### config.mk
export PLATFORM = sky130hd
export DESIGN_NAME = output_gating
export DESIGN_NICKNAME = d
export VERILOG_FILES = /design/src/core/output_gating.v /design/src/core/pin_sync.v
export VERILOG_INCLUDE_DIRS = /design/src /design/src/core
export SDC_FILE = /design/constraint.sdc
export NUM_CORES = 1
export LEC_CHECK = 0
export BUFFER_PORTS_ARGS = -buffer_cell sky130_fd_sc_hd__buf_2
export CAP_MARGIN = 20
export CELL_PAD_IN_SITES_DETAIL_PLACEMENT = 2
export CELL_PAD_IN_SITES_GLOBAL_PLACEMENT = 2
export CORE_AREA = 3 3 119 121
export DETAILED_ROUTE_END_ITERATION = 6
export DIE_AREA = 0 0 122 124
export GPL_ROUTABILITY_DRIVEN = 0
export GPL_TIMING_DRIVEN = 0
export PLACE_DENSITY = 0.82
export REMOVE_ABC_BUFFERS = 1
export SETUP_SLACK_MARGIN = 0.3
export SYNTH_ARGS = -nofsm -noshare
export SYNTH_HDL_FRONTEND = slang
export SYNTH_SLANG_ARGS = --single-unit
### constraint.sdc
create_clock -name clk -period 2.7 [get_ports clk]
set_input_delay 0.405 -clock clk [delete_from_list [all_inputs] [get_ports clk]]
set_output_delay 0.405 -clock clk [all_outputs]
set_load 0.01 [all_outputs]
### src/core/clkgen_defines.vh
// Contract
// - fraction zero, no spread: multiplier is twice feedback
// - fraction nonzero: twice feedback plus fraction plus one
// - polarity bit clear active high, set active low
// - function bit set means global shutdown pin
// - global shutdown overrides disable and suspend selects
// - disable select lets pin disable that output
// - suspend select suspends output on suspend pin
// - pll suspend select suspends all its outputs
// - pll suspend select overrides per-output suspend select
// - clock-good count clear eight, set 1024 cycles
// - disabled output tristates, parks low or high
`ifndef CLKGEN_DEFINES_VH
`define CLKGEN_DEFINES_VH

// register offsets
`define PLL0_MULT_CFG1_ADDR   8'h19
`define PLL0_MULT_CFG2_ADDR   8'h1a
`define PLL0_MULT_CFG3_ADDR   8'h1b
`define OUT_DISABLE_CTL_ADDR  8'h1c
`define OUT_SUSPEND_CTL_ADDR  8'h1d
`define PLL_SUSPEND_CTL_ADDR  8'h1e

// reset values
`define PLL0_MULT_CFG_RST     8'h00
`define OUT_DISABLE_CTL_RST   8'h00
`define OUT_SUSPEND_CTL_RST   8'h40
`define PLL_SUSPEND_CTL_RST   8'h00

// multiplier config fields
`define FRACTION_MSB          7
`define FRACTION_LSB          4
`define FEEDBACK_HIGH_MSB     3
`define FEEDBACK_HIGH_LSB     0

// output disable control fields
`define POLARITY_BIT          7
`define FUNCTION_BIT          6
`define DISABLE_SEL_MSB       5
`define DISABLE_SEL_LSB       0

// output suspend control fields
`define CLOCK_GOOD_BIT        6
`define SUSPEND_SEL_MSB       5
`define SUSPEND_SEL_LSB       0

// pll suspend control fields
`define PLL_SUSP_MSB          2
`define PLL_SUSP_LSB          0

// clock-good qualification counts, in input clock cycles
`define CLOCK_GOOD_SHORT      11'h008
`define CLOCK_GOOD_LONG       11'h400

// disable style encodings
`define STYLE_PARK_LOW        2'h2
`define STYLE_PARK_HIGH       2'h3

`endif

### src/core/output_gating.v
`timescale 1ns/100ps
`default_nettype none
`include "clkgen_defines.vh"

// output gating and pll0 multiplier configuration
module output_gating (
    input  wire        clk,
    input  wire        resetn,
    // register port from the serial programming decoder
    input  wire [7:0]  reg_addr,
    input  wire [7:0]  reg_wdata,
    input  wire        reg_wr,
    input  wire        reg_rd,
    output reg  [7:0]  reg_rdata,
    output reg         reg_hit,
    // config slot 0 multiplier byte lives in the neighbouring range
    input  wire [7:0]  cfg0_multiplier_byte,
    input  wire [7:0]  feedback_low,
    input  wire [1:0]  config_select,
    input  wire        spread_spectrum_en,
    // switch matrix and style settings from neighbouring registers
    input  wire [11:0] output_pll_source,
    input  wire [11:0] output_disable_style,
    input  wire        multi_function_pin_mode,
    // asynchronous device pins
    input  wire        shutdown_pin,
    input  wire        suspend_input_pin,
    // results
    output reg  [13:0] pll0_total_multiplier,
    output reg  [10:0] clock_good_count,
    output reg         global_shutdown,
    output reg  [5:0]  clock_output_run,
    output reg  [5:0]  clock_output_oe,
    output reg  [5:0]  clock_output_level
);

    // stored register copies; reserved bits are never kept
    reg  [7:0]  mult_cfg1_q;
    reg  [7:0]  mult_cfg2_q;
    reg  [7:0]  mult_cfg3_q;
    reg  [7:0]  out_disable_q;
    reg  [6:0]  out_suspend_q;
    reg  [2:0]  pll_suspend_q;

    // combinational next values
    reg  [7:0]  rdata_d;
    reg         hit_d;
    reg  [7:0]  sel_byte;
    reg  [13:0] mult_d;
    reg  [5:0]  run_d;
    reg  [5:0]  oe_d;
    reg  [5:0]  level_d;
    reg  [5:0]  stopped;
    reg  [5:0]  suspended;
    reg  [1:0]  src;
    reg  [1:0]  style;

    // synchronised pins and what they decode to
    wire [1:0]  pins_sync;
    wire        shutdown_sync;
    wire        suspend_sync;
    wire        pin_active;
    wire        shutdown_d;
    wire        suspend_active;
    wire [2:0]  reg_sel;
    integer     i;

    // register slots from the shared address decode
    localparam [2:0] SLOT_CFG1    = 3'h0;
    localparam [2:0] SLOT_CFG2    = 3'h1;
    localparam [2:0] SLOT_CFG3    = 3'h2;
    localparam [2:0] SLOT_DISABLE = 3'h3;
    localparam [2:0] SLOT_SUSPEND = 3'h4;
    localparam [2:0] SLOT_PLL     = 3'h5;
    localparam [2:0] SLOT_NONE    = 3'h7;

    // reset values cut to the stored width; reserved bits are not kept
    localparam [7:0] SUSPEND_RST  = `OUT_SUSPEND_CTL_RST;
    localparam [7:0] PLL_SUSP_RST = `PLL_SUSPEND_CTL_RST;

    // total multiplier from one config byte and the low feedback bits
    function [13:0] total_mult;
        input [7:0] cfg_byte;
        input [7:0] fb_low;
        input       ss_en;
        reg   [11:0] fb;
        reg   [3:0]  frac;
        begin
            fb   = {cfg_byte[`FEEDBACK_HIGH_MSB:`FEEDBACK_HIGH_LSB], fb_low};
            frac = cfg_byte[`FRACTION_MSB:`FRACTION_LSB];
            if (frac == 4'h0 && !ss_en) begin
                total_mult = {1'b0, fb, 1'b0};
            end else begin
                // spread offset is added elsewhere, integer part only here
                total_mult = {1'b0, fb, 1'b0} + {10'h000, frac}
                             + 14'h0001;
            end
        end
    endfunction

    // park level for a stopped output, from its two-bit style field
    function [1:0] park_drive;
        input [1:0] sty;
        begin
            case (sty)
                `STYLE_PARK_LOW:  park_drive = 2'h1;
                `STYLE_PARK_HIGH: park_drive = 2'h3;
                default:          park_drive = 2'h0;
            endcase
        end
    endfunction

    // two-bit field of one output from a packed per-output vector
    function [1:0] out_field;
        input [11:0] vec;
        input integer idx;
        begin
            out_field = vec[2*idx +: 2];
        end
    endfunction

    // one address decode shared by the write and read paths
    function [2:0] reg_slot;
        input [7:0] addr;
        begin
            case (addr)
                `PLL0_MULT_CFG1_ADDR:  reg_slot = SLOT_CFG1;
                `PLL0_MULT_CFG2_ADDR:  reg_slot = SLOT_CFG2;
                `PLL0_MULT_CFG3_ADDR:  reg_slot = SLOT_CFG3;
                `OUT_DISABLE_CTL_ADDR: reg_slot = SLOT_DISABLE;
                `OUT_SUSPEND_CTL_ADDR: reg_slot = SLOT_SUSPEND;
                `PLL_SUSPEND_CTL_ADDR: reg_slot = SLOT_PLL;
                default:               reg_slot = SLOT_NONE;
            endcase
        end
    endfunction

    // shutdown/disable and suspend pins cross into the reference domain
    pin_sync u_pin_sync (
        .clk          (clk),
        .resetn       (resetn),
        .pin_async    ({suspend_input_pin, shutdown_pin}),
        .pin_sync_out (pins_sync)
    );

    // bit 0 carries the shutdown pin, bit 1 the suspend pin
    assign shutdown_sync = pins_sync[0];
    assign suspend_sync  = pins_sync[1];

    // polarity bit decides which pin level counts as asserted
    assign pin_active = out_disable_q[`POLARITY_BIT] ? ~shutdown_sync
                                                     : shutdown_sync;

    // function bit turns the pin into a global shutdown
    assign shutdown_d = out_disable_q[`FUNCTION_BIT] & pin_active;

    // suspend only means something while the pin is in suspend mode
    assign suspend_active = multi_function_pin_mode & suspend_sync;

    // one decode feeds both the write and the read path
    assign reg_sel = reg_slot(reg_addr);

    // register writes; reserved bits are not stored at all
    // a write lands on its edge, derived outputs follow one edge later
    always @(posedge clk or negedge resetn) begin
        if (!resetn) begin
            mult_cfg1_q   <= `PLL0_MULT_CFG_RST;
            mult_cfg2_q   <= `PLL0_MULT_CFG_RST;
            mult_cfg3_q   <= `PLL0_MULT_CFG_RST;
            out_disable_q <= `OUT_DISABLE_CTL_RST;
            out_suspend_q <= SUSPEND_RST[6:0];
            pll_suspend_q <= PLL_SUSP_RST[`PLL_SUSP_MSB:`PLL_SUSP_LSB];
        end else if (reg_wr) begin
            case (reg_sel)
                SLOT_CFG1: begin
                    mult_cfg1_q <= reg_wdata;
                end
                SLOT_CFG2: begin
                    mult_cfg2_q <= reg_wdata;
                end
                SLOT_CFG3: begin
                    mult_cfg3_q <= reg_wdata;
                end
                SLOT_DISABLE: begin
                    out_disable_q <= reg_wdata;
                end
                SLOT_SUSPEND: begin
                    // bit 7 is reserved; software is expected to write zero
                    out_suspend_q <= reg_wdata[6:0];
                end
                SLOT_PLL: begin
                    pll_suspend_q <= reg_wdata[`PLL_SUSP_MSB:`PLL_SUSP_LSB];
                end
                default: begin
                    out_disable_q <= out_disable_q;
                end
            endcase
        end
    end

    // read decode; reserved bits come back as zero
    always @* begin
        rdata_d = 8'h00;
        hit_d   = 1'b1;
        case (reg_sel)
            SLOT_CFG1:    rdata_d = mult_cfg1_q;
            SLOT_CFG2:    rdata_d = mult_cfg2_q;
            SLOT_CFG3:    rdata_d = mult_cfg3_q;
            SLOT_DISABLE: rdata_d = out_disable_q;
            SLOT_SUSPEND: rdata_d = {1'b0, out_suspend_q};
            SLOT_PLL:     rdata_d = {5'h00, pll_suspend_q};
            default:      hit_d   = 1'b0;
        endcase
    end

    // read data is held until the next read strobe
    // holding it lets a slow serial decoder shift the byte out at leisure
    always @(posedge clk or negedge resetn) begin
        if (!resetn) begin
            reg_rdata <= 8'h00;
            reg_hit   <= 1'b0;
        end else if (reg_rd) begin
            reg_rdata <= rdata_d;
            reg_hit   <= hit_d;
        end
    end

    // pick the multiplier byte of the active configuration slot
    always @* begin
        case (config_select)
            2'h0:    sel_byte = cfg0_multiplier_byte;
            2'h1:    sel_byte = mult_cfg1_q;
            2'h2:    sel_byte = mult_cfg2_q;
            2'h3:    sel_byte = mult_cfg3_q;
            default: sel_byte = cfg0_multiplier_byte;
        endcase
        // an illegal fraction is not trapped; the sum is just passed on
        mult_d = total_mult(sel_byte, feedback_low, spread_spectrum_en);
    end

    // per-output gating; shutdown wins over every select bit
    // a suspended output parks by its disable style, shutdown always floats
    always @* begin
        run_d     = 6'h00;
        oe_d      = 6'h00;
        level_d   = 6'h00;
        stopped   = 6'h00;
        suspended = 6'h00;
        src       = 2'h0;
        style     = 2'h0;
        for (i = 0; i < 6; i = i + 1) begin
            src   = out_field(output_pll_source, i);
            style = out_field(output_disable_style, i);
            // a pll select overrides the output's own suspend bit
            if (src != 2'h3 && pll_suspend_q[src]) begin
                suspended[i] = suspend_active;
            end else begin
                suspended[i] = suspend_active & out_suspend_q[i];
            end
            // the pin disables only outputs that opted in
            stopped[i] = (~out_disable_q[`FUNCTION_BIT] & pin_active
                          & out_disable_q[i])
                         | suspended[i];
            if (shutdown_d) begin
                // everything goes high impedance, selects are ignored
                run_d[i]   = 1'b0;
                oe_d[i]    = 1'b0;
                level_d[i] = 1'b0;
            end else if (stopped[i]) begin
                run_d[i]   = 1'b0;
                oe_d[i]    = park_drive(style) != 2'h0;
                level_d[i] = park_drive(style) == 2'h3;
            end else begin
                run_d[i]   = 1'b1;
                oe_d[i]    = 1'b1;
                level_d[i] = 1'b0;
            end
        end
    end

    // registered outputs keep gating edges free of decode glitches
    always @(posedge clk or negedge resetn) begin
        if (!resetn) begin
            pll0_total_multiplier <= 14'h0000;
            clock_good_count      <= `CLOCK_GOOD_LONG;
            global_shutdown       <= 1'b0;
            clock_output_run      <= 6'h00;
            clock_output_oe       <= 6'h00;
            clock_output_level    <= 6'h00;
        end else begin
            pll0_total_multiplier <= mult_d;
            if (out_suspend_q[`CLOCK_GOOD_BIT]) begin
                clock_good_count <= `CLOCK_GOOD_LONG;
            end else begin
                clock_good_count <= `CLOCK_GOOD_SHORT;
            end
            global_shutdown    <= shutdown_d;
            clock_output_run   <= run_d;
            clock_output_oe    <= oe_d;
            clock_output_level <= level_d;
        end
    end

endmodule

`default_nettype wire

### src/core/pin_sync.v
`timescale 1ns/100ps
`default_nettype none

// two-stage synchroniser for the asynchronous control pins
module pin_sync (
    input  wire       clk,
    input  wire       resetn,
    input  wire [1:0] pin_async,
    output wire [1:0] pin_sync_out
);

    reg [1:0] stage1_q;
    reg [1:0] stage2_q;

    // first stage feeds only the second stage
    always @(posedge clk or negedge resetn) begin
        if (!resetn) begin
            stage1_q <= 2'h0;
            stage2_q <= 2'h0;
        end else begin
            stage1_q <= pin_async;
            stage2_q <= stage1_q;
        end
    end

    assign pin_sync_out = stage2_q;

endmodule

`default_nettype wire

==> results of run 1 <==
## flip-flops by register name, indices dropped and copies added, names as in the netlist
signal	cells
reg_hit	1
pll_suspend_q	3
clock_output_level	6
mult_cfg1_q	8
clock_output_oe	6
reg_rdata	8
u_pin_sync.stage1_q	2
out_suspend_q	7
out_disable_q	8
pll0_total_multiplier	14
clock_good_count	2
clock_output_run	6
global_shutdown	1
mult_cfg3_q	8
u_pin_sync.pin_sync_out	2
mult_cfg2_q	8
## power groups by stage
| stage | logic [mW] | clock network, mW | registers (mW) |
|---|---|---|---|
| 2_1_floorplan | 0.168 | 0 | 1.47 |
| 3_3_place_gp | 0.347 | 0 | 1.46 |
| 3_5_place_dp | 0.374 | 0 | 1.47 |
| 4_1_cts | 0.393 | 1.32 | 1.45 |
| 5_1_grt | 0.453 | 1.38 | 1.45 |
| 6_report | 0.413 | 1.29 | 1.45 |
## kinds of logic (layout without fill, tap and decap cells)
family	count (synthesis)	after routing	share of synthesized area, %
AND/OR/NAND/NOR	95	95	12.18
flip-flops	90	90	50.24
buffers and inverters	38	155	4.154
adder cells (fa/ha/maj)	6	6	1.840
XOR/XNOR	13	13	2.537
multiplexers	64	64	18.34
AO/OA/AOI/OAI	65	65	10.62
other	1	9	0.08356
## cell type report
class	count	area, um^2
Clock buffer	14	264.0
Sequential cell	90	2255
Inverter	14	52.55
Tap cell	176	220.2
Fill cell	1331	7371
Timing Repair Buffer	125	753.2
Multi-Input combinational cell	252	2240
Clock inverter	2	35.03
## worst max-delay path by stage
| stage | cells past startpoint | from | slack [ns] | endpoint |
|---|---|---|---|---|
| after floorplan | 7 | reg_addr[5] | -0.18 | out_disable_q[0] |
| after global placement | 9 | reg_addr[5] | -0.73 | out_suspend_q[4] |
| after detailed placement | 8 | reg_addr[5] | -0.78 | out_disable_q[2] |
| after CTS | 12 | reg_addr[6] | 0.29 | reg_rdata[6] |
| after global routing | 9 | reg_addr[5] | 0.22 | out_disable_q[7] |
| final | 9 | reg_addr[5] | 0.28 | out_disable_q[2] |
## metrics by stage
| stage | utilization [%] | setup TNS (ns) | power (mW) | hold slack [ns] |
|---|---|---|---|---|
| global route | 44.12 | 0 | 3.292 | 0.1584 |
| detailed placement | 39.27 | -25.68 | 1.845 | 0.3015 |
| floorplan | - | -1.437 | 1.641 | 0.1094 |
| CTS | 42.90 | 0 | 3.155 | 0.1549 |
| finish | 44.12 | 0 | 3.152 | 0.1655 |
| global placement | 39.04 | -22.54 | 1.810 | 0.3335 |
## layer usage
metal / wire, um / global-route usage (%) / up-vias
met3: 758 / 4.042 / 29
met1: 5983 / 23.23 / 1824
met5: 0 / 0 / -
met4: 408 / 7.423 / 0
met2: 8081 / 36.81 / 110
li1: - / - / 1589
## worst register-to-register path, delay by kind of cell, from the launching register on
kind	cells	cell delay, ns
and+or+nand+nor	2	0.23
DFF	1	0.40
AOI/OAI and AO/OA	2	0.43
muxes	1	0.55
xor gates and xnor gates	1	0.14
adders and majority gates	1	0.46
## repair_timing
| action | CTS | global route |
|---|---|---|
| endpoints found under the setup margin | 44 | 36 |
| endpoints found under the hold margin | 17 | 0 |
| hold buffers | 1 | 0 |
| buffers inserted | 9 | 5 |
| resized for setup | 14 | 32 |
| pin swaps | 6 | 8 |
## placed cells by master (no fill, tap or decap), types with 9 or more instances in the layout
cell type                   instances
sky130_fd_sc_hd__buf_2            102
sky130_fd_sc_hd__dfrtp_1           88
sky130_fd_sc_hd__mux2_2            33
sky130_fd_sc_hd__nor2_1            17
sky130_fd_sc_hd__nand2_1           15
sky130_fd_sc_hd__mux2i_1           14
sky130_fd_sc_hd__buf_4             14
sky130_fd_sc_hd__inv_1             13
sky130_fd_sc_hd__nand3_1           12
sky130_fd_sc_hd__xnor2_1            9
sky130_fd_sc_hd__o21ai_0            9
sky130_fd_sc_hd__a22oi_1            9
sky130_fd_sc_hd__mux2_4             9
sky130_fd_sc_hd__conb_1             9
sky130_fd_sc_hd__clkbuf_16          9
==> results.json, run 1 <==
{
  "run_status": "finished clean",
  "synth-edff-count": 0,
  "postPlaceCellArea_um2": 5180,
  "post_layout_nonfiller_instances": 673,
  "internal_power_mw": 2.359,
  "number_of_buffers_added_by_the_clock_tree_synthesis_step": 9,
  "min_delay_path_depth": 1,
  "floorplan.io_pins": 119,
  "dp_slack_ns": -0.7810,
  "antenna_found_initial": 0,
  "critical-path-top-delay-family": "simple AND/OR/NAND/NOR gates",
  "avgViaCountPerCell": 5.278,
  "grt-ovfl-total": 0,
  "critPathRequiredTime_ns": 2.93,
  "timing.critical_path.arrival_ns": 2.64,
  "hpwl_um": 10310,
  "grt_pass1_vias": 4052,
  "post-route-drc-count": 0,
  "worstReg2RegStart": "mult_cfg3_q[5]",
  "synthDominantAreaCellType": "sky130_fd_sc_hd__dfrtp_1",
  "post_route_cells_drive_above_1_share_pct": 45.07,
  "antenna_left": 0,
  "floorplan.die.width_um": 122,
  "timing.max_slew.rel_slack_pct": 56.99,
  "synth-main-ff-cell": "sky130_fd_sc_hd__dfrtp_1",
  "yosys.area.top_type_share_pct": 49.07,
  "place_inst": 642,
  "critPathMaxStageDelay_ns": 0.70,
  "post-route-cell-area_um2": 5819,
  "numPortBuffers": 109,
  "fraction_of_the_cycle_the_final_worst_path_needs_pct": 89.48,
  "comb_power_share_pct": 13.1,
  "die_area_um2": 15130,
  "power.clock.fraction_pct": 41.0,
  "max_freq_mhz": 413.9,
  "worst-r2r-setup-slack_ns": 0.42,
  "ff2ff_path_depth": 7,
  "worst_slew_pin_slew_ns": 0.6362,
  "routed_wl_um": 15230,
  "worst_skew_pair.late_latency_ns": 0.35,
  "timing.rr.end": "pll0_total_multiplier[10]",
  "setup_viol": 0,
  "timing.final.crit_period_ns": 2.416,
  "clk_path_buf_depth": 2,
  "timing.final.hold_violations": 0,
  "synth.distinct_cells": 56,
  "detailed_route_wire_length_per_cell_um": 22.63,
  "ys.warnings.count": 0,
  "htree_levels": 3,
  "grt.total_usage_pct": 20.10,
  "ys_seq_elements": 90,
  "cts_num_sinks": 90,
  "final_nets": 564,
  "powerDensity_nw_per_um2": 541.7,
  "insertedDiodeCount": 0,
  "grt_max_degree": 74,
  "endpoint_kind": "flip-flop",
  "yosys.cell_count.top_type": "sky130_fd_sc_hd__dfrtp_1",
  "post_synth_instance_area_um2": 4488,
  "worst-path-max-fanout": 8,
  "setup_slack_ns": 0.2840,
  "floorplan.core_area_um2": 13190,
  "dieHeight_um": 124,
  "ys_async_sr_fraction_pct": 100.0,
  "clock-skew-final_ns": 0.005619,
  "holdPathEnd": "u_pin_sync.stage1_q[1]",
  "drt_iter0_drc": 178,
  "cts_tree": "done",
  "seq_power_share_pct": 45.9,
  "clock_slew_at_reported_path_ffs_ns": 0.06,
  "final_count_of_pins_violating_max_slew": 0,
  "postSynthCellCount": 372,
  "setup.worst_path.start_class": "primary input",
  "cpMaxStageDelayCell": "sky130_fd_sc_hd__or4b_4",
  "ir_drop_v": 0.0002076,
  "floorplan.initialDensity_pct": 34.03,
  "leakage_nw": 2.719,
  "maxCapViolations": 0,
  "yosysSeqAreaShare_pct": 50.24,
  "placement_rows": 42,
  "worstPathCellList": "buf_8, nor4b_4, buf_4, and2_4, nand3_4, ha_4, nand4b_4, or4b_4, mux2_4",
  "area_delta_synth_final_pct": 29.66,
  "routed-via-count": 3552,
  "crit_buf_inv": 2,
  "synthesis.area_per_instance_um2": 12.06,
  "setup.worst_path.class": "primary input to flip-flop",
  "timing.hold.worst.start": "suspend_input_pin",
  "p_sw_share_pct": 25.17,
  "switchingPower_mw": 0.7936,
  "clock-root-buffer": "sky130_fd_sc_hd__clkbuf_16",
  "global_route_wire_length_before_repair_um": 22720,
  "synth.top_cells.by_area": "sky130_fd_sc_hd__dfrtp_1 49%, sky130_fd_sc_hd__mux2_2 8.5%, sky130_fd_sc_hd__mux4_2 4.0%",
  "hp-class": "primary input to flip-flop",
  "first_pass_iters": 4,
  "grt_setup_unrepaired": "true",
  "synth_commonest_cells": "88 x sky130_fd_sc_hd__dfrtp_1, 34 x sky130_fd_sc_hd__mux2_2, 17 x sky130_fd_sc_hd__nor2_1"
}
No activity file was read; power rests on OpenSTA's default activity.
==> inputs of run 2 (changes only) <==
Settings changed: TNS_END_PERCENT set to 100.
Clock period 2.7 ns to 2.55 ns, I/O delays scaled along.
==> run 2 against run 1 <==
  * The run now ends with negative setup slack left
  * Sequential share of layout area fell by 2.6 points
  * Clock skew rose by 0.0073 ns
  * Clock power rose by 8%
  * Total power rose by 9.4%
  * Setup slack got worse by 0.40 ns
  * Cell count rose by 3.4%
  * First-iteration DRC count rose by 5.6%
  * Hold slack got worse by 0.025 ns
  * Sequential power rose by 6%
  * Combinational power rose by 25%
  * Critical path type unchanged
  * Critical endpoint is now out_disable_q[6]
  * Highest routed layer unchanged
==> results.json, run 2 (synthesis results as in run 1) <==
{
  "comb_power_share_pct": 15.0,
  "clock-root-buffer": "sky130_fd_sc_hd__clkbuf_16",
  "cts_num_sinks": 90,
  "maxCapViolations": 0,
  "routed-via-count": 3754,
  "floorplan.initialDensity_pct": 34.03,
  "drt_iter0_drc": 188,
  "setup_viol": 23,
  "seqCellArea_um2": 2255,
  "final_count_of_pins_violating_max_slew": 0,
  "final_common_cell": "sky130_fd_sc_hd__buf_2",
  "critPathMaxStageDelay_ns": 0.66,
  "max_freq_mhz": 375.6,
  "insertedDiodeCount": 0,
  "critPathRequiredTime_ns": 2.78,
  "post_route_cells_drive_above_1_share_pct": 51.15,
  "hp-class": "primary input to flip-flop",
  "timing.final.crit_period_ns": 2.663,
  "placement_rows": 42,
  "floorplan.core_area_um2": 13190,
  "worstPathCellList": "buf_8, nor4b_4, buf_4, o211ai_1, ha_4, buf_6, nand4b_4, or4b_4, mux2_4",
  "most-common-layout-cells": "102 x sky130_fd_sc_hd__buf_2, 88 x sky130_fd_sc_hd__dfrtp_1, 33 x sky130_fd_sc_hd__mux2_2",
  "post-route-drc-count": 0,
  "timing.max_slew.rel_slack_pct": 49.68,
  "dieHeight_um": 124,
  "setup.worst_path.start_class": "primary input",
  "ir_drop_v": 0.0002392,
  "worst_skew_pair.late_latency_ns": 0.35,
  "run_status": "finished, violations left",
  "post_layout_nonfiller_instances": 696,
  "largest_register_ffs": 14,
  "switchingPower_mw": 0.9064,
  "place_inst": 642,
  "endpoint_kind": "flip-flop",
  "seq_power_share_pct": 44.6,
  "cpMaxStageDelayCell": "sky130_fd_sc_hd__or4b_4",
  "routed_wl_um": 17720,
  "global_route_wire_length_before_repair_um": 23550,
  "power.clock.fraction_pct": 40.4,
  "clk_path_buf_depth": 2,
  "antenna_found_initial": 0,
  "numPortBuffers": 109,
  "number_of_buffers_added_by_the_clock_tree_synthesis_step": 9,
  "detailed_route_wire_length_per_cell_um": 25.46,
  "setup_slack_ns": -0.1126,
  "area_delta_synth_final_pct": 38.97,
  "violations_in_the_final_reports": "negative setup slack",
  "cts_tree": "done",
  "clock_slew_at_reported_path_ffs_ns": 0.06,
  "worst_hold_slack_ns": 0.1402,
  "hpwl_um": 10310,
  "worst_slew_pin_slew_ns": 0.7516,
  "grt_max_degree": 74,
  "floorplan.io_pins": 119,
  "grt.total_usage_pct": 20.91,
  "grt_setup_unrepaired": "true",
  "worst-path-max-fanout": 8,
  "powerDensity_nw_per_um2": 553.0,
  "p_sw_share_pct": 26.28,
  "setup.worst_path.class": "primary input to flip-flop",
  "antenna_left": 0,
  "timing.critical_path.arrival_ns": 2.89,
  "clock-skew-final_ns": 0.01293,
  "grt_pass1_vias": 4154,
  "final_nets": 587,
  "internal_power_mw": 2.543,
  "htree_levels": 3,
  "avgViaCountPerCell": 5.394,
  "registers.top_by_ff_count": "pll0_total_multiplier",
  "nFillCells": 1302,
  "timing.final.hold_violations": 0,
  "multi_input_area_um2": 2412,
  "floorplan.die.width_um": 122,
  "first_pass_iters": 4,
  "grt-ovfl-total": 0,
  "leakage_nw": 2.894,
  "fraction_of_the_cycle_the_final_worst_path_needs_pct": 104.4,
  "die_area_um2": 15130
}
-- run 2: cell types whose count changed in the layout (fill, tap and decap cells not counted), moves of 3 or more --
| cell | before | now |
|---|---|---|
| sky130_fd_sc_hd__buf_6 | 4 | 10 |
| sky130_fd_sc_hd__ha_4 | 1 | 4 |
| sky130_fd_sc_hd__or2_2 | 7 | 4 |
| sky130_fd_sc_hd__a221oi_1 | 3 | 0 |
| sky130_fd_sc_hd__or2_4 | 1 | 5 |
| sky130_fd_sc_hd__nand3_2 | 1 | 4 |
| sky130_fd_sc_hd__buf_12 | 2 | 6 |
| sky130_fd_sc_hd__buf_4 | 14 | 27 |
| sky130_fd_sc_hd__ha_1 | 4 | 1 |
-- run 2: timing repair --
item | CTS | global route
endpoints found under the hold margin | 17 | 0
setup buffers | 13 | 24
pin swaps | 8 | 29
hold buffers | 1 | 0
endpoints found under the setup margin | 47 | 60
resized for setup | 38 | 48
-- run 2: cell type report --
| class | count | share of cell area [%] |
|---|---|---|
| Multi-Input combinational cell | 252 | 38.68 |
| Sequential cell | 90 | 36.15 |
| Clock buffer | 14 | 4.233 |
| Tap cell | 176 | 3.531 |
| Inverter | 14 | 0.8425 |
| Clock inverter | 2 | 0.5617 |
| Timing Repair Buffer | 148 | 16.01 |
-- run 2: layer usage --
metal  global-route usage (%)  up-vias  wire (um)
met5                        0        -          0
met4                    9.244        0        630
met3                    4.314       41       1104
met2                    37.74      152       9234
met1                    23.95     1932       6748
li1                         -     1629          -
-- run 2: power groups by stage --
stage / clock, mW / sequential [mW] / combinational (mW)
6_report: 1.39 / 1.54 / 0.517
5_1_grt: 1.48 / 1.55 / 0.556
4_1_cts: 1.39 / 1.53 / 0.431
3_5_place_dp: 0 / 1.56 / 0.396
3_3_place_gp: 0 / 1.55 / 0.367
2_1_floorplan: 0 / 1.56 / 0.178
-- run 2: path summary, 6_finish.rpt --
check                                  startpoint                    endpoint  slack (ns)  depth (start not counted)
min reg2reg                u_pin_sync.stage1_q[0]  u_pin_sync.pin_sync_out[0]        0.35                          0
max                                   reg_addr[6]            out_disable_q[6]       -0.11                          9
min                             suspend_input_pin      u_pin_sync.stage1_q[1]        0.14                          1
min in group asynchronous                  resetn    pll0_total_multiplier[6]        0.45                          2
max reg2reg                        mult_cfg1_q[5]   pll0_total_multiplier[11]        0.26                          7
max in group asynchronous                  resetn            out_suspend_q[6]        1.39                          3
-- run 2: critical path, delay by kind of cell --
| family | cells | cell delay [ns] |
|---|---|---|
| compound gates | 1 | 0.32 |
| fa+ha+maj | 1 | 0.33 |
| buf+inv | 3 | 0.41 |
| mux | 1 | 0.34 |
| simple gates | 3 | 1.09 |
-- run 2: stage by stage --
stage	TNS, ns	total power, mW	util (%)	instance area [um^2]	setup WS (ns)
final	-1.822	3.449	47.29	6237	-0.1126
after global routing	-3.508	3.586	47.29	6237	-0.1883
after CTS	0	3.358	43.86	5786	0.2413
after detailed placement	-31.62	1.953	39.27	5180	-0.9085
after global placement	-28.23	1.917	39.04	5150	-0.8538
after floorplan	-3.519	1.738	-	4384	-0.3071
==> inputs of run 3 (changes only) <==
Settings changed: RECOVER_POWER set to 50, SETUP_SLACK_MARGIN 0.3 to 0.15.
==> run 3 against run 2 <==
  * The flow now finishes without violations
  * First-iteration DRC count is 15% lower
  * Maximum frequency is 9.0% higher
  * Largest power group unchanged
  * Sequential share of layout area is 2.9 points higher
  * Critical path type unchanged
  * Critical endpoint is now out_disable_q[1]
  * Largest cell class is now flip-flops and latches
  * Clock power hardly changed
  * Sequential cell count stayed put
  * Via count is 5.3% lower
  * Non-clock buffer count is 21 lower
  * Hold slack better by 0.0060 ns
  * Final area is 7.5% lower
  * Register-to-register slack hardly changed
==> results.json, run 3 (synthesis results as in run 1) <==
{
  "post_route_cells_drive_above_1_share_pct": 40.68,
  "antenna_left": 0,
  "floorplan.io_pins": 119,
  "detailed_route_wire_length_per_cell_um": 22.05,
  "power_mw": 3.318,
  "nFillCells": 1357,
  "grt.total_usage_pct": 20.19,
  "drt_iter0_drc": 160,
  "final_count_of_pins_violating_max_slew": 0,
  "floorplan.core_area_um2": 13190,
  "dr_wl_met3_um": 776,
  "clock-root-buffer": "sky130_fd_sc_hd__clkbuf_16",
  "timing.critical_path.arrival_ns": 2.67,
  "area_delta_synth_final_pct": 28.55,
  "worst_skew_pair.late_latency_ns": 0.34,
  "fraction_of_the_cycle_the_final_worst_path_needs_pct": 95.84,
  "avgViaCountPerCell": 5.265,
  "grt_setup_unrepaired": "true",
  "setup.worst_path.start_class": "primary input",
  "run_status": "finished clean",
  "dieHeight_um": 124,
  "hpwl_um": 10310,
  "post-route-drc-count": 0,
  "cts_num_sinks": 90,
  "timing.final.hold_violations": 0,
  "largest_register_ffs": 14,
  "maxCapViolations": 0,
  "clock-skew-final_ns": 0.006870,
  "placement_rows": 42,
  "critical-path-top-delay-family": "simple AND/OR/NAND/NOR gates",
  "global_route_wire_length_before_repair_um": 22770,
  "floorplan.initialDensity_pct": 34.03,
  "setup.worst_path.class": "primary input to flip-flop",
  "floorplan.die.width_um": 122,
  "met2_length_um": 7773,
  "ir_drop_v": 0.0002321,
  "cpMaxStageDelayCell": "sky130_fd_sc_hd__or4b_4",
  "grt_max_degree": 74,
  "critPathMaxStageDelay_ns": 0.70,
  "post-route-cell-area_um2": 5769,
  "postPlaceCellArea_um2": 5180,
  "clock_slew_at_reported_path_ffs_ns": 0.06,
  "first_pass_iters": 4,
  "worst-path-max-fanout": 8,
  "setup_viol": 0,
  "clk_path_buf_depth": 2,
  "timing.final.crit_period_ns": 2.444,
  "wl_met1_um": 5920,
  "grt_pass1_vias": 4056,
  "registers.top_by_ff_count": "pll0_total_multiplier",
  "timing.max_slew.rel_slack_pct": 28.18,
  "grt-ovfl-total": 0,
  "hp-class": "primary input to flip-flop",
  "number_of_buffers_added_by_the_clock_tree_synthesis_step": 9,
  "leakage_nw": 2.692,
  "antenna_found_initial": 0,
  "cts_tree": "done",
  "max_freq_mhz": 409.2,
  "most-common-layout-cells": "88 x sky130_fd_sc_hd__dfrtp_1, 88 x sky130_fd_sc_hd__buf_2, 34 x sky130_fd_sc_hd__mux2_2",
  "critPathRequiredTime_ns": 2.78,
  "powerDensity_nw_per_um2": 575.1,
  "final_nets": 566,
  "htree_levels": 3,
  "numPortBuffers": 109,
  "dr_top_layer": "met4",
  "routed_wl_um": 14880,
  "routed-via-count": 3554,
  "worst_slew_pin_slew_ns": 1.077,
  "crit_buf_inv": 2,
  "worstPathCellList": "buf_8, nor4b_4, buf_4, and2_4, nand3_4, ha_4, nand4b_4, or4b_4, mux2_4",
  "endpoint_kind": "flip-flop",
  "die_area_um2": 15130,
  "insertedDiodeCount": 0
}
[run 3: changes by cell type in the layout (fill, tap and decap cells not counted), moves of 4 or more]
cell | previous run | this run
sky130_fd_sc_hd__buf_2 | 102 | 88
sky130_fd_sc_hd__or2_2 | 4 | 8
sky130_fd_sc_hd__clkbuf_1 | 3 | 20
sky130_fd_sc_hd__buf_6 | 10 | 1
sky130_fd_sc_hd__a221oi_1 | 0 | 5
sky130_fd_sc_hd__buf_4 | 27 | 15
sky130_fd_sc_hd__buf_12 | 6 | 2
sky130_fd_sc_hd__or2_4 | 5 | 0
[run 3: timing repair]
action | 4_1_cts | 5_1_grt
endpoints found under the hold margin | 17 | 0
endpoints found under the setup margin | 44 | 43
pin swaps | 6 | 9
setup buffers | 8 | 8
hold buffers | 1 | 0
resized for setup | 13 | 18
[run 3: routing by layer]
metal | vias up | global-route usage [%]
met5 | - | 0
li1 | 1583 | -
met3 | 26 | 4.178
met4 | 0 | 8.543
met2 | 109 | 36.67
met1 | 1836 | 23.08
[run 3: cell type report]
cell class	count	area, um^2	area share, %
clock buffer	14	264.0	4.576
sequential	90	2255	39.08
timing repair buffer	127	728.2	12.62
inverter	14	52.55	0.9109
clock inverter	2	35.03	0.6072
tap	176	220.2	3.817
multi-input combinational	252	2215	38.39
[run 3: report_power, final]
group	total, mW	switching [mW]	internal [mW]
Sequential	1.53	0.0392	1.49
Clock	1.36	0.550	0.814
Combinational	0.422	0.240	0.182
[run 3: path summary, 6_finish.rpt]
kind,startpoint,end,slack (ns),depth (start not counted)
setup / recovery,reg_addr[5],out_disable_q[1],0.11,9
hold / removal,suspend_input_pin,u_pin_sync.stage1_q[1],0.15,1
setup reg to reg,mult_cfg3_q[5],pll0_total_multiplier[10],0.25,7
hold reg to reg,u_pin_sync.stage1_q[1],u_pin_sync.pin_sync_out[1],0.35,0
max in group asynchronous,resetn,out_suspend_q[6],0.84,3
min in group asynchronous,resetn,clock_output_run[1],0.76,2
[run 3: worst reg2reg max path, stage by stage, from the launching register on]
cell and delay (ns):
sky130_fd_sc_hd__dfrtp_1 0.40, sky130_fd_sc_hd__mux4_2 0.56, sky130_fd_sc_hd__fa_1 0.46, sky130_fd_sc_hd__a21o_1 0.21, sky130_fd_sc_hd__a21oi_2 0.22, sky130_fd_sc_hd__nor2b_2 0.10, sky130_fd_sc_hd__nand4_1 0.13, sky130_fd_sc_hd__xnor2_1 0.14
[run 3: per-stage QoR]
step	utilization [%]	setup slack [ns]	cells	hold WS (ns)	setup TNS, ns
finish	43.74	0.1062	675	0.1462	0
detailed placement	39.27	-0.9085	642	0.2790	-31.62
global placement	39.04	-0.8538	641	0.3335	-28.23
floorplan	-	-0.3071	356	0.08691	-3.519
CTS	42.79	0.1282	667	0.1324	0
global route	43.74	0.04174	675	0.1369	0
